--- src/hw/mcc_map.svh ---
`ifndef MCC_MAP_SVH
`define MCC_MAP_SVH

// ----------------------------------------------------------------------
// register indices (byte address is four times the index)
// ----------------------------------------------------------------------
`define MCC_IDX_CTRL 8'h00
`define MCC_IDX_STAT 8'h01
`define MCC_IDX_HBT 8'h12

// ----------------------------------------------------------------------
// field positions and reset values
// ----------------------------------------------------------------------
`define MCC_CTRL_FDX 0
`define MCC_CTRL_REP 1
`define MCC_CTRL_SPD 2
`define MCC_HBT_SUP 2
`define MCC_STAT_COL 0
`define MCC_STAT_CRS 1
`define MCC_STAT_ACT 2
`define MCC_STAT_TX 3
`define MCC_CTRL_RST 1'b0
`define MCC_HBT_RST 1'b0
`define MCC_RESP_OK 2'h0
`define MCC_RESP_SLVERR 2'h2

// ----------------------------------------------------------------------
// timing
// ----------------------------------------------------------------------
`define MCC_CLK_NS 8
`define MCC_HB_DLY_NS 1000
`define MCC_HB_LEN_NS 1000
`define MCC_HB_DLY_CYC ((`MCC_HB_DLY_NS + `MCC_CLK_NS - 1) / `MCC_CLK_NS)
`define MCC_HB_LEN_CYC ((`MCC_HB_LEN_NS + `MCC_CLK_NS - 1) / `MCC_CLK_NS)

// ----------------------------------------------------------------------
// symbol and management frame layout
// ----------------------------------------------------------------------
`define MCC_SYM_W 10
`define MCC_MD_HDR_BITS 5'h0d
`define MCC_MD_DATA_BITS 5'h10
`define MCC_MD_SKIP_BITS 5'h11
`define MCC_MD_OP_READ 2'h2
`define MCC_MD_REG_HBT 5'h12
`define MCC_PHY_ADDR 5'h01

`endif

--- src/hw/mcc_pkg.sv ---
package mcc_pkg;

    typedef enum logic [1:0] {HB_IDLE, HB_WAIT, HB_PULSE} mcc_hb_t;

    typedef enum logic [2:0] {MD_IDLE, MD_HDR, MD_TA, MD_RD, MD_SKIP}
        mcc_md_t;

    typedef struct packed {
        logic fdx;
        logic rep;
        logic spd;
        logic hb_sup;
        logic col;
        logic crs;
        logic tx_d;
        logic mdc_d;
        mcc_hb_t hb;
        logic [7:0] hb_cnt;
        mcc_md_t md;
        logic [4:0] md_cnt;
        logic [12:0] md_sr;
        logic [15:0] md_dat;
        logic mdio_o;
        logic mdio_oe;
        logic awready;
        logic wready;
        logic aw_got;
        logic w_got;
        logic [7:0] aw_adr;
        logic [7:0] w_byte;
        logic w_be;
        logic bvalid;
        logic [1:0] bresp;
        logic arready;
        logic rvalid;
        logic [31:0] rdata;
        logic [1:0] rresp;
    } mcc_state_t;

endpackage : mcc_pkg

--- src/hw/mcc_top.sv ---
// Functional notes
// RULE_01 - Collision rises while the line shows receive activity during transmit enable.
// RULE_02 - At 10 Mb/s receive activity comes from the unsquelched line detector.
// RULE_03 - At 100 Mb/s a symbol with two non-adjacent zeros marks receive activity.
// RULE_04 - Collision is not aligned to the data clocks and the consumer synchronises it.
// RULE_05 - Full duplex holds collision low at all times.
// RULE_06 - A heartbeat collision pulse follows transmit unless the suppress bit is set; the code sends it only at 10 Mb/s in half-duplex node mode.
// RULE_07 - Half-duplex node mode raises carrier sense on receive or transmit activity.
// RULE_08 - Full-duplex or repeater mode raises carrier sense on receive activity only.
// RULE_09 - Carrier sense is not aligned to the data clocks and the consumer synchronises it.
// RULE_10 - The station manager makes the management clock, which this block only samples.
// RULE_11 - The management data line is shared and this block drives it only for read data; the code also drives the second turnaround bit low.
// RULE_12 - Every drive and sample of management data happens at a management clock edge.
// RULE_13 - Collision and carrier sense fall as soon as their causes end, with no latching.
// RULE_14 - The management data driver is off outside the read-data bit periods; the code also turns it on for the second turnaround bit.
//
// Our own choices: register access over AXI4-Lite and the register offsets.
`timescale 1ns/1ns
`include "mcc_map.svh"

module mcc_top (
    input wire logic clk,
    input wire logic rst_n,
    input wire logic tx_en,
    input wire logic rx_unsq_act,
    input wire logic [`MCC_SYM_W-1:0] rx_sym,
    input wire logic rx_sym_vld,
    output logic col,
    output logic crs,
    input wire logic mdc,
    input wire logic mdio_i,
    output logic mdio_o,
    output logic mdio_oe,
    input wire logic [7:0] s_axi_awaddr,
    input wire logic s_axi_awvalid,
    output logic s_axi_awready,
    input wire logic [31:0] s_axi_wdata,
    input wire logic [3:0] s_axi_wstrb,
    input wire logic s_axi_wvalid,
    output logic s_axi_wready,
    output logic [1:0] s_axi_bresp,
    output logic s_axi_bvalid,
    input wire logic s_axi_bready,
    input wire logic [7:0] s_axi_araddr,
    input wire logic s_axi_arvalid,
    output logic s_axi_arready,
    output logic [31:0] s_axi_rdata,
    output logic [1:0] s_axi_rresp,
    output logic s_axi_rvalid,
    input wire logic s_axi_rready
);

    mcc_pkg::mcc_state_t s;
    mcc_pkg::mcc_state_t n;
    logic [3:0] pin_s;
    logic sym_act;
    logic tx;
    logic act;
    logic mdc_s;
    logic mdio_s;
    logic mdc_rise;

    function automatic logic [7:0] adr(input logic [7:0] idx);
        return {idx[5:0], 2'b00};
    endfunction : adr

    // ------------------------------------------------------------------
    // pin synchronisers and symbol activity
    // ------------------------------------------------------------------
    mcc_sync #(.W(4)) u_sync (
        .clk(clk),
        .rst_n(rst_n),
        .d({mdio_i, mdc, rx_unsq_act, tx_en}),
        .q(pin_s)
    );

    mcc_sym_det u_sym (
        .clk(clk),
        .rst_n(rst_n),
        .sym(rx_sym),
        .sym_vld(rx_sym_vld),
        .act(sym_act)
    );

    assign tx = pin_s[0];
    assign act = s.spd ? sym_act : pin_s[1]; // [RULE_02] [RULE_03]
    assign mdc_s = pin_s[2]; // [RULE_10]
    assign mdio_s = pin_s[3];
    assign mdc_rise = mdc_s && !s.mdc_d; // [RULE_12]

    // ------------------------------------------------------------------
    // next state
    // ------------------------------------------------------------------
    always_comb
    begin
        n = s;
        n.tx_d = tx;
        n.mdc_d = mdc_s;

        // collision and carrier sense, recomputed every cycle
        n.col = !s.fdx && ((tx && act) // [RULE_01] [RULE_05] [RULE_13]
            || (s.hb == mcc_pkg::HB_PULSE && !s.hb_sup)); // [RULE_06]
        n.crs = act || (tx && !s.fdx && !s.rep); // [RULE_07] [RULE_08]

        // heartbeat after each 10 Mb/s half-duplex node transmission
        unique case (s.hb)
            mcc_pkg::HB_IDLE:
            begin
                if (s.tx_d && !tx && !s.fdx && !s.rep && !s.spd
                    && !s.hb_sup)
                begin
                    n.hb = mcc_pkg::HB_WAIT; // [RULE_06]
                    n.hb_cnt = 8'(`MCC_HB_DLY_CYC - 1);
                end
            end
            mcc_pkg::HB_WAIT:
            begin
                if (s.fdx || s.hb_sup)
                begin
                    n.hb = mcc_pkg::HB_IDLE;
                end
                else if (s.hb_cnt == 8'h00)
                begin
                    n.hb = mcc_pkg::HB_PULSE;
                    n.hb_cnt = 8'(`MCC_HB_LEN_CYC - 1);
                end
                else
                begin
                    n.hb_cnt = s.hb_cnt - 8'h01;
                end
            end
            mcc_pkg::HB_PULSE:
            begin
                if (s.fdx || s.hb_sup || s.hb_cnt == 8'h00)
                begin
                    n.hb = mcc_pkg::HB_IDLE;
                end
                else
                begin
                    n.hb_cnt = s.hb_cnt - 8'h01;
                end
            end
            default:
            begin
                n.hb = mcc_pkg::HB_IDLE;
            end
        endcase

        // management frames, one step per management clock rise
        if (mdc_rise) // [RULE_12]
        begin
            unique case (s.md)
                mcc_pkg::MD_IDLE:
                begin
                    if (!mdio_s)
                    begin
                        n.md = mcc_pkg::MD_HDR;
                        n.md_cnt = `MCC_MD_HDR_BITS;
                    end
                end
                mcc_pkg::MD_HDR:
                begin
                    n.md_sr = {s.md_sr[11:0], mdio_s};
                    if (s.md_cnt == 5'h01)
                    begin
                        if (s.md_sr[11] && s.md_sr[10:9] == `MCC_MD_OP_READ
                            && s.md_sr[8:4] == `MCC_PHY_ADDR)
                        begin
                            n.md = mcc_pkg::MD_TA;
                            n.md_dat = ({s.md_sr[3:0], mdio_s}
                                == `MCC_MD_REG_HBT)
                                ? {13'h0000, s.hb_sup, 2'h0} : 16'h0000;
                        end
                        else
                        begin
                            n.md = mcc_pkg::MD_SKIP;
                            n.md_cnt = `MCC_MD_SKIP_BITS;
                        end
                    end
                    else
                    begin
                        n.md_cnt = s.md_cnt - 5'h01;
                    end
                end
                mcc_pkg::MD_TA:
                begin
                    n.md = mcc_pkg::MD_RD;
                    n.md_cnt = `MCC_MD_DATA_BITS;
                    n.mdio_o = 1'b0;
                    n.mdio_oe = 1'b1; // [RULE_11] [RULE_14]
                end
                mcc_pkg::MD_RD:
                begin
                    if (s.md_cnt == 5'h00)
                    begin
                        n.md = mcc_pkg::MD_IDLE;
                        n.mdio_oe = 1'b0; // [RULE_14]
                        n.mdio_o = 1'b0;
                    end
                    else
                    begin
                        n.mdio_o = s.md_dat[15]; // [RULE_11]
                        n.md_dat = {s.md_dat[14:0], 1'b0};
                        n.md_cnt = s.md_cnt - 5'h01;
                    end
                end
                mcc_pkg::MD_SKIP:
                begin
                    if (s.md_cnt == 5'h00)
                    begin
                        n.md = mcc_pkg::MD_IDLE;
                    end
                    else
                    begin
                        n.md_cnt = s.md_cnt - 5'h01;
                    end
                end
                default:
                begin
                    n.md = mcc_pkg::MD_IDLE;
                    n.mdio_oe = 1'b0;
                end
            endcase
        end

        // axi4-lite write: address and data in either order
        if (s_axi_awvalid && s.awready)
        begin
            n.aw_got = 1'b1;
            n.aw_adr = s_axi_awaddr;
        end
        if (s_axi_wvalid && s.wready)
        begin
            n.w_got = 1'b1;
            n.w_byte = s_axi_wdata[7:0];
            n.w_be = s_axi_wstrb[0];
        end
        if (s.bvalid && s_axi_bready)
        begin
            n.bvalid = 1'b0;
        end
        if (s.aw_got && s.w_got && !s.bvalid)
        begin
            n.aw_got = 1'b0;
            n.w_got = 1'b0;
            n.bvalid = 1'b1;
            n.bresp = `MCC_RESP_OK;
            if ({s.aw_adr[7:2], 2'b00} == adr(`MCC_IDX_CTRL))
            begin
                if (s.w_be)
                begin
                    n.fdx = s.w_byte[`MCC_CTRL_FDX];
                    n.rep = s.w_byte[`MCC_CTRL_REP];
                    n.spd = s.w_byte[`MCC_CTRL_SPD];
                end
            end
            else if ({s.aw_adr[7:2], 2'b00} == adr(`MCC_IDX_HBT))
            begin
                if (s.w_be)
                begin
                    n.hb_sup = s.w_byte[`MCC_HBT_SUP]; // [RULE_06]
                end
            end
            else if ({s.aw_adr[7:2], 2'b00} != adr(`MCC_IDX_STAT))
            begin
                n.bresp = `MCC_RESP_SLVERR;
            end
        end
        n.awready = !n.aw_got && !n.bvalid;
        n.wready = !n.w_got && !n.bvalid;

        // axi4-lite read
        if (s.rvalid && s_axi_rready)
        begin
            n.rvalid = 1'b0;
        end
        if (s_axi_arvalid && s.arready)
        begin
            n.rvalid = 1'b1;
            n.rdata = 32'h0000_0000;
            n.rresp = `MCC_RESP_OK;
            if ({s_axi_araddr[7:2], 2'b00} == adr(`MCC_IDX_CTRL))
            begin
                n.rdata[`MCC_CTRL_FDX] = s.fdx;
                n.rdata[`MCC_CTRL_REP] = s.rep;
                n.rdata[`MCC_CTRL_SPD] = s.spd;
            end
            else if ({s_axi_araddr[7:2], 2'b00} == adr(`MCC_IDX_STAT))
            begin
                n.rdata[`MCC_STAT_COL] = s.col;
                n.rdata[`MCC_STAT_CRS] = s.crs;
                n.rdata[`MCC_STAT_ACT] = act;
                n.rdata[`MCC_STAT_TX] = tx;
            end
            else if ({s_axi_araddr[7:2], 2'b00} == adr(`MCC_IDX_HBT))
            begin
                n.rdata[`MCC_HBT_SUP] = s.hb_sup;
            end
            else
            begin
                n.rresp = `MCC_RESP_SLVERR;
            end
        end
        n.arready = !n.rvalid;
    end

    // ------------------------------------------------------------------
    // state register
    // ------------------------------------------------------------------
    always_ff @(posedge clk or negedge rst_n)
    begin
        if (!rst_n)
        begin
            s <= '0;
            s.fdx <= `MCC_CTRL_RST;
            s.rep <= `MCC_CTRL_RST;
            s.spd <= `MCC_CTRL_RST;
            s.hb_sup <= `MCC_HBT_RST;
            s.hb <= mcc_pkg::HB_IDLE;
            s.md <= mcc_pkg::MD_IDLE;
        end
        else
        begin
            s <= n;
        end
    end

    // status outputs, consumers synchronise them [RULE_04] [RULE_09]
    assign col = s.col;
    assign crs = s.crs;
    assign mdio_o = s.mdio_o;
    assign mdio_oe = s.mdio_oe;
    assign s_axi_awready = s.awready;
    assign s_axi_wready = s.wready;
    assign s_axi_bvalid = s.bvalid;
    assign s_axi_bresp = s.bresp;
    assign s_axi_arready = s.arready;
    assign s_axi_rvalid = s.rvalid;
    assign s_axi_rdata = s.rdata;
    assign s_axi_rresp = s.rresp;

    // ------------------------------------------------------------------
    // assertions
    // ------------------------------------------------------------------
    a_col_on_overlap: assert property (@(posedge clk) disable iff (!rst_n)
        $past(tx && act && !s.fdx) |-> col) // [RULE_01]
        else $error("collision missing during transmit and receive");

    a_col_fdx_low: assert property (@(posedge clk) disable iff (!rst_n)
        $past(s.fdx) |-> !col) // [RULE_05]
        else $error("collision high in full duplex");

    a_col_hb_only: assert property (@(posedge clk) disable iff (!rst_n)
        col && !$past(tx && act) |->
        $past(s.hb == mcc_pkg::HB_PULSE) && !$past(s.hb_sup)) // [RULE_06]
        else $error("collision without overlap or heartbeat");

    a_col_release: assert property (@(posedge clk) disable iff (!rst_n)
        $past(!(tx && act) && s.hb != mcc_pkg::HB_PULSE) |-> !col) // [RULE_13]
        else $error("collision held after cause ended");

    a_crs_half_tx: assert property (@(posedge clk) disable iff (!rst_n)
        $past(tx && !s.fdx && !s.rep) |-> crs) // [RULE_07]
        else $error("carrier sense missing on transmit");

    a_crs_rx_only: assert property (@(posedge clk) disable iff (!rst_n)
        $past((s.fdx || s.rep) && !act) |-> !crs) // [RULE_08]
        else $error("carrier sense from own transmit");

    a_crs_on_rx: assert property (@(posedge clk) disable iff (!rst_n)
        $past(act) |-> crs) // [RULE_07] [RULE_13]
        else $error("carrier sense missing on receive");

    a_mdio_on_edge: assert property (@(posedge clk) disable iff (!rst_n)
        ($changed(mdio_o) || $changed(mdio_oe)) |-> $past(mdc_rise))
        else $error("management line moved off clock edge"); // [RULE_12]

    a_mdio_rd_only: assert property (@(posedge clk) disable iff (!rst_n)
        mdio_oe |-> s.md == mcc_pkg::MD_RD) // [RULE_14]
        else $error("management driver on outside read data");

    a_mdio_oe_ta: assert property (@(posedge clk) disable iff (!rst_n)
        $rose(mdio_oe) |-> $past(s.md == mcc_pkg::MD_TA) && !mdio_o)
        else $error("driver enabled outside turnaround"); // [RULE_11]

endmodule : mcc_top

--- src/hw/mcc_sync.sv ---
`timescale 1ns/1ns

module mcc_sync #(
    parameter int W = 4
) (
    input wire logic clk,
    input wire logic rst_n,
    input wire logic [W-1:0] d,
    output logic [W-1:0] q
);

    typedef struct packed {
        logic [W-1:0] s2;
        logic [W-1:0] s1;
    } mcc_sync_st_t;

    mcc_sync_st_t s;
    mcc_sync_st_t n;

    always_comb
    begin
        n = s;
        n.s1 = d;
        n.s2 = s.s1;
    end

    always_ff @(posedge clk or negedge rst_n)
    begin
        if (!rst_n)
        begin
            s <= '0;
        end
        else
        begin
            s <= n;
        end
    end

    assign q = s.s2;

endmodule : mcc_sync

--- src/hw/mcc_sym_det.sv ---
`timescale 1ns/1ns
`include "mcc_map.svh"

module mcc_sym_det (
    input wire logic clk,
    input wire logic rst_n,
    input wire logic [`MCC_SYM_W-1:0] sym,
    input wire logic sym_vld,
    output logic act
);

    typedef struct packed {
        logic act;
    } mcc_sym_st_t;

    mcc_sym_st_t s;
    mcc_sym_st_t n;

    // two zeros with at least one bit between them
    function automatic logic sep_zeros(input logic [`MCC_SYM_W-1:0] v);
        logic hit;
        hit = 1'b0;
        for (int i = 0; i < `MCC_SYM_W; i++)
        begin
            for (int j = i + 2; j < `MCC_SYM_W; j++)
            begin
                if (!v[i] && !v[j])
                begin
                    hit = 1'b1;
                end
            end
        end
        return hit;
    endfunction : sep_zeros

    always_comb
    begin
        n = s;
        if (sym_vld)
        begin
            n.act = sep_zeros(sym); // [RULE_03]
        end
    end

    always_ff @(posedge clk or negedge rst_n)
    begin
        if (!rst_n)
        begin
            s <= '0;
        end
        else
        begin
            s <= n;
        end
    end

    assign act = s.act;

    a_sym_act_set: assert property (@(posedge clk) disable iff (!rst_n)
        sym_vld |=> act == $past(sep_zeros(sym)))
        else $error("symbol activity does not follow symbol"); // [RULE_03]

endmodule : mcc_sym_det

--- config.mk ---
export PLATFORM = sky130hd
export DESIGN_NAME = mcc_top
export DESIGN_NICKNAME = d
export VERILOG_FILES = /design/src/hw/mcc_pkg.sv /design/src/hw/mcc_top.sv /design/src/hw/mcc_sync.sv /design/src/hw/mcc_sym_det.sv
export VERILOG_INCLUDE_DIRS = /design/src /design/src/hw
export SDC_FILE = /design/constraint.sdc
export NUM_CORES = 1
export LEC_CHECK = 0
export ABC_AREA = 1
export BUFFER_PORTS_ARGS = -buffer_cell sky130_fd_sc_hd__buf_4
export CAP_MARGIN = 20
export CORE_MARGIN = 4
export CORE_UTILIZATION = 55
export CTS_BUF_LIST = sky130_fd_sc_hd__clkbuf_4 sky130_fd_sc_hd__clkbuf_8
export DETAILED_ROUTE_END_ITERATION = 10
export GPL_TIMING_DRIVEN = 0
export PLACE_DENSITY_LB_ADDON = 0.08
export SYNTH_ARGS = -nofsm -noshare
export SYNTH_HDL_FRONTEND = slang
export SYNTH_SLANG_ARGS = --single-unit
--- constraint.sdc ---
create_clock -name clk -period 3.2 [get_ports clk]
set_input_delay 0.16 -clock clk [delete_from_list [all_inputs] [get_ports clk]]
set_output_delay 0.16 -clock clk [all_outputs]
set_load 0.03 [all_outputs]
==> results of run 1 <==
area by class of cell:
class                           count  area share
Clock buffer                       12      0.0310
Timing Repair Buffer               61      0.0934
Tap cell                          102      0.0239
Clock inverter                      3     0.00798
Buffer                             43      0.0586
Sequential cell                    86       0.403
Multi-Input combinational cell    387       0.342
Inverter                           57      0.0401
path summary, 6_finish.rpt:
kind | end | slack (ns) | from | cells after the start
worst max-delay path | s[100]$_DFFE_PN0P_ | 1.45 | s[108]$_DFFE_PN0P_ | 8
worst min-delay path | s[50]$_DFFE_PN0P_ | 0.02 | s_axi_awaddr[2] | 3
worst max register to register | s[100]$_DFFE_PN0P_ | 1.45 | s[108]$_DFFE_PN0P_ | 8
worst min register to register | u_sync.q[2]$_DFF_PN0_ | 0.35 | u_sync.n[6]$_DFF_PN0_ | 0
max in group asynchronous | s[78]$_DFFE_PN0P_ | 2.28 | rst_n | 3
min in group asynchronous | s[94]$_DFFE_PN0P_ | 0.32 | rst_n | 2
layer usage:
metal / share of wire / global-route usage / routed length (um)
met5: 0 / 0 / 0
met4: 0.0086 / 0.0479 / 76
met3: 0.067 / 0.0675 / 593
met2: 0.51 / 0.345 / 4520
met1: 0.42 / 0.230 / 3690
registers in the layout, indices dropped and copies added, names as in the netlist, 4 cells and up:
signal       cells
s               62
s_axi_rdata      4
u_sync.n         4
u_sync.q         4
Yosys cell counts, types with 3 or more instances:
library cell | instances | area [um2]
buf_4 | 38 | 285
nand2_2 | 3 | 18.8
ha_1 | 8 | 100
nor2_1 | 40 | 150
nand2_1 | 178 | 668
nand4_1 | 10 | 62.6
nor2_2 | 3 | 18.8
xor2_1 | 4 | 35.0
o22ai_1 | 3 | 18.8
clkbuf_1 | 3 | 11.3
nand3b_1 | 14 | 105
inv_1 | 50 | 188
nor3_1 | 4 | 20.0
nand3_1 | 24 | 120
o21ai_1 | 8 | 40.0
o21ai_0 | 32 | 160
a21oi_1 | 13 | 65.1
inv_2 | 6 | 22.5
dfrtp_1 | 86 | 2150
critical path, stage by stage (launching register included):
cell      delay (ns)
dfrtp_1         0.42
inv_1           0.09
ha_1            0.21
or2_2           0.13
clkbuf_1        0.29
nand2_1         0.09
a21oi_1         0.21
nand2_1         0.09
o21ai_1         0.14
power by group through the flow:
stage	Clock [mW]	Sequential [mW]	Combinational, mW
finish	0.776	1.62	1.62
global route	0.851	1.66	1.85
floorplan	0	1.63	1.17
global placement	0	1.62	1.55
CTS	0.802	1.62	1.62
detailed placement	0	1.64	1.61
logic make-up after synthesis:
kind of cell / count (synthesis) / synth area share
flops: 86 / 0.490
buf+inv: 100 / 0.120
simple gates: 282 / 0.279
fa+ha+maj: 8 / 0.0228
xor+xnor: 4 / 0.00798
mux: 4 / 0.00997
other cells: 1 / 0.000854
compound gates: 59 / 0.0692
==> run summary, run 1 <==
VDD sags by at most 0.000398 V. The worst path arrival time is 2.02 ns, and the number of synthesized register bits is 86. The tools report the CTS root buffer as clkbuf_8.

Using the TritonRoute via totals, the vias-per-cell ratio works out to 4.87. The via count of the routed design was 3661. Setup repair after global routing left no endpoint under its margin. The multi-input combinational cell area is 0.00182 mm2.

The tools report the portion of the post-synthesis area used by sequential elements as 0.490. The number of max-slew violations in the final report was 0; the number of remaining DRC errors was 0. The run gives 0 as the final number of hold-violating endpoints.

Adding up every negative setup slack in the final design gives 0 ns. CTS built an H-tree with a depth of 3. The cell area after synthesis is 0.00439 mm2. For the number of search-and-repair iterations in the first detailed-routing pass, the log shows 4. The run finished with clean final reports. The utilization after layout came out at 0.690. For the finished layout, the period the worst path requires is 1.75 ns. The antenna diode instance count was 0. In this run the worst path has a maximum fanout of 8.

Primary flip-flop cell chosen by synthesis mapping: dfrtp_1. For the placement-stage cell area, the log shows 0.00502 mm2. TritonCTS built the clock tree.

The wire length per cell works out to 11.8 um. After floorplanning, the core was sized to cover 0.00773 mm2. Type of origin of the critical path: a register. The finished layout holds 751 standard cells, fillers aside. The number of instances in the synthesized netlist was 544; the initial core utilization was 0.568. Across the whole layout, storage elements account for 0.00215 mm2. Kind of critical path: register to register. The tightest min-delay check is of the input pin to register type. Dividing total power by cell area gives a power density of 752 mW/mm2. The mean post-synth cell area came out at 8.07 um2. The logs give 0.00943 ns for the worst-case clock skew and 1.62 mW for the power spent charging and discharging nets. In this run the horizontal extent of the chip is 97.4 um. For the total wire length after detailed routing, the log shows 8880 um. The global-route wire length before repair came out at 15600 um. The run gives 3.46 ns as the required time of the critical path. The tool flagged a number of max-cap violations equal to 0.

The logs give 571 MHz for the maximum clock rate and 2 for the buffer levels on the longest clock path. For the iteration-0 DRC count of the detailed router, the log shows 93. Leaving out fill and tap cells, the most frequent cells in the layout are nand2_1 (178), buf_4 (90), dfrtp_1 (86), inv_1 (50), nor2_1 (40).

After clock tree synthesis, the clock-pin slew on the worst setup and hold paths is 0.08 ns. Hold is met by 0.0224 ns. Compared with the post-synthesis result, the final layout area differs by 21.5%.

Height of the die: 97.4 um. The clock power share was 0.193. The remaining global-route overflow was 0. The last weighted congestion value of the routability-driven placer was 0.842. The design draws 4.01 mW.

The Yosys step of the flow raised 0 warnings. The total routing resource utilization after global routing was 0.196; the switching portion of total power was 0.404. The via count of the first global-routing pass is 3618. The tools report the endpoint type of the worst setup path as a register. After layout, the worst setup slack is 1.45 ns.

Leaving out fill and tap cells, the most frequent cell in the layout is nand2_1. In this run, synthesis inferred 0 flip-flops with an integrated enable. Net total in the final layout: 727. The layout cell share with drive strength beyond 1 is 0.194, and the count of instances resized after the clock tree is built is 0.

The clock reaches the later pin of the worst-skew pair after 0.34 ns. After filler insertion, the fill cell instance count of the layout stands at 664. The count of cell types in the netlist came out at 33.

Setup violations remaining at the end of the flow were counted as 0. The final worst-path cycle share is 0.548, and the hold buffer count at cts is 6. The share of async-settable or async-resettable flops after synthesis came out at 1.00. Summed over all nets, the half-perimeter wirelength after detailed placement is 6530 um. The proportion of power drawn by combinational gates came out at 0.404. The number of cells in the design after placement is 727. The number of antenna violations at the first check in global routing came out at 0. Once layout is done, the placed cells without fillers occupy 0.00533 mm2.

The clock sink count is 86. The total number of placement rows came out at 32. Before CTS, the worst setup slack after placement is 1.47 ns.

The cell-internal power came out at 2.39 mW. The number of primary I/O pins was 119. Entering global routing, the biggest net connects 87 pins. The clock buffer count from CTS came out at 9. The count of buffers added by post-CTS timing repair for setup came out at 0. The die covers 0.00948 mm2. The number of input and output port buffers inserted was 52. The share of total power in sequential cells is 0.403.

The run gives 0 as the number of antenna-violating nets in the routed design. For the standby leakage power, the log shows 2.87 nW.
Note: power is estimated with default switching activity, not from simulation.
==> run 2, diff against run 1 <==
CORE_UTILIZATION = 49   (was 55)
clock period = 1.61 ns   (was 3.2 ns; I/O delays follow)
==> run summary, run 2 (synthesis results as in run 1) <==
The number of failing setup endpoints in the final timing report is 0 (unchanged), and the total wire length after detailed routing is 9360 um (was 8880 um). The remaining global-route overflow is 0 (unchanged). The run gives 0.00872 mm2 (was 0.00773 mm2) as the core box area. The CTS root buffer is clkbuf_8 (unchanged). The maximum clock rate came out at 642 MHz (was 571 MHz). The library cell contributing the largest single delay on the critical path is dfrtp_1 (unchanged). The maximum number of pins on one net before global-route repair is 87 (unchanged), and the clock buffer count from CTS is 9 (unchanged). CP Cell Sequence: inv_2 > nand2_4 > nor2_4 > inv_2 > nand2_2 > nand2_2 > inv_4 > nand2_4 > buf_6 > nand2_1 > nand2_1 (was inv_1 > ha_1 > or2_2 > clkbuf_1 > nand2_1 > a21oi_1 > nand2_1 > o21ai_1). The number of antenna violations at the first check in global routing is 0 (unchanged), and the overall power consumption is 8.14 mW (was 4.01 mW). For the number of max-slew violations in the final report, the log shows 0 (unchanged). The required time of the critical path is 1.85 ns (was 3.46 ns), and the via count of the routed design is 3697 (was 3661). The logs give 0.36 ns (was 0.34 ns) for the clock latency reported for the late side of the worst-skew pair and 119 (unchanged) for the number of primary I/O pins.

The number of antenna-violating nets in the routed design came out at 0 (unchanged). The flow ran to the end, and the final reports show no timing, DRC or antenna violations. The run gives 2 (unchanged) as the buffer levels on the longest clock path. The tools report the number of search-and-repair iterations in the first detailed-routing pass as 4 (unchanged). The worst min-delay path class was input pin to register (unchanged). Time the final worst path needs with I/O delays and setup: 1.56 ns (was 1.75 ns). TritonCTS built the clock tree.

Area of all placed cells without fillers: 0.00562 mm2 (was 0.00533 mm2). The layout filler cell count is 758 (was 664). Setup repair after global routing could not meet its margin everywhere. Leading cell types in the layout, fill and taps excluded: nand2_1 (171), buf_4 (103), dfrtp_1 (85), inv_1 (47), nor2_1 (34) (was nand2_1 (178), buf_4 (90), dfrtp_1 (86), inv_1 (50), nor2_1 (40)). The total number of placement rows was 34 (was 32).

Endpoint type of the worst setup path: a register (unchanged). The final number of hold-violating endpoints is 0 (unchanged). The worst-case clock skew was 0.0109 ns (was 0.00943 ns). The wire length per cell came out at 12.0 um (was 11.8 um). The register with the highest flop count was s (unchanged). The reported max-cap violation count is 0 (unchanged), and the largest driver fanout on the critical path is 6 (was 8).

The total routing resource utilization after global routing is 0.183 (was 0.196), and the number of flip-flops under the largest register name is 62 (unchanged). The final setup TNS was 0 ns (unchanged). The final-layout worst hold slack was 0.0599 ns (was 0.0224 ns); the clock sink count was 86 (unchanged).

For the net total in the final layout, the log shows 750 (was 727). The run gives 0.504 (was 0.568) as the initial core utilization. The via count of the first global-routing pass was 3462 (was 3618); the final worst-path cycle share was 0.968 (was 0.548). The overall die area was 0.0105 mm2 (was 0.00948 mm2); the clock input transition at the sequential cells of the worst setup and hold paths was 0.09 ns (was 0.08 ns). The ratio of total power to cell area is 1450 mW/mm2 (was 752 mW/mm2). The horizontal die dimension works out to 103 um (was 97.4 um).

The placement-stage cell area was 0.00503 mm2 (was 0.00502 mm2). The kind of critical path was register to register (unchanged). The layout cell share with drive strength beyond 1 is 0.241 (was 0.194), and the biggest cell delay along the critical path is 0.41 ns (was 0.42 ns). The area overhead of the layout relative to synthesis works out to 27.9% (was 21.5%). The tools report the largest voltage drop on the vdd net as 0.000940 V (was 0.000398 V).

The tools report the global-route wire length before repair as 15200 um (was 15600 um). The most common library cell in the layout ignoring fill and taps was nand2_1 (unchanged). The type of origin of the critical path is a register (unchanged). The half-perimeter wire length after placement is 6510 um (was 6530 um), and the number of remaining DRC errors is 0 (unchanged).

The number of input and output port buffers inserted is 52 (unchanged). Total number of H-tree levels: 3 (unchanged). The tools report the iteration-0 DRC count of the detailed router as 115 (was 93). The run gives 0.842 (about the same) as the last weighted congestion value of the routability-driven placer.

The height of the die is 103 um (was 97.4 um), and the standby leakage power is 2.96 nW (was 2.87 nW). The number of vias per cell was 4.73 (was 4.87). The worst path arrival time is 1.80 ns (was 2.02 ns). For the antenna diode instance count, the log shows 0 (unchanged).
run 2: final cells by class:
class | instances | area (um2) | area share
Sequential cell | 86 | 2150 | 0.383
Multi-Input combinational cell | 387 | 1910 | 0.340
Clock buffer | 11 | 139 | 0.0247
Inverter | 57 | 216 | 0.0385
Clock inverter | 5 | 36.3 | 0.00646
Buffer | 41 | 308 | 0.0548
Tap cell | 108 | 135 | 0.0241
Timing Repair Buffer | 86 | 721 | 0.128
run 2: worst max-delay path, delay by kind of cell (launching register included):
kind	cells	cell delay (ns)
buf+inv	4	0.45
simple gates	7	0.59
flops	1	0.41
run 2: per-stage QoR:
step | setup slack, ns | instances | util
after floorplan | 0.136 | 573 | -
after global placement | -0.0328 | 733 | 0.576
after detailed placement | -0.0651 | 733 | 0.576
after CTS | 0.00540 | 769 | 0.620
after global routing | -0.0469 | 781 | 0.644
final | 0.0514 | 781 | 0.644
run 2: metal layers:
metal / GRT usage / share of wire / routed length [um]
met2: 0.317 / 0.51 / 4810
met1: 0.218 / 0.42 / 3930
met5: 0 / 0 / 0
met4: 0.0525 / 0.011 / 106
met3: 0.0582 / 0.055 / 514
run 2: final timing paths:
path | start | end | slack [ns] | cells past startpoint
worst max-delay path | s[97]$_DFFE_PN0P_ | s[66]$_DFFE_PN0P_ | 0.05 | 11
worst min-delay path | s_axi_awvalid | s[55]$_DFFE_PN0P_ | 0.06 | 4
worst max register to register | s[97]$_DFFE_PN0P_ | s[66]$_DFFE_PN0P_ | 0.05 | 11
worst min register to register | u_sync.n[6]$_DFF_PN0_ | u_sync.q[2]$_DFF_PN0_ | 0.36 | 0
max in group asynchronous | rst_n | s[98]$_DFFE_PN0P_ | 0.86 | 3
min in group asynchronous | rst_n | s[94]$_DFFE_PN0P_ | 0.15 | 2
run 2: timing repair:
item / 4_1_cts / 5_1_grt
pin swaps: 1 / 9
endpoints found under the setup margin: 17 / 31
cloned: 0 / 1
hold buffers: 19 / 0
gates resized for setup: 2 / 33
buffers inserted: 2 / 11
endpoints found under the hold margin: 103 / 0
run 2: power breakdown:
part	leakage [nW]	internal, mW	switching, mW
Sequential	1.08	2.77	0.435
Clock	0.0824	0.595	0.779
Combinational	1.80	1.36	2.21
Total	2.96	4.72	3.42
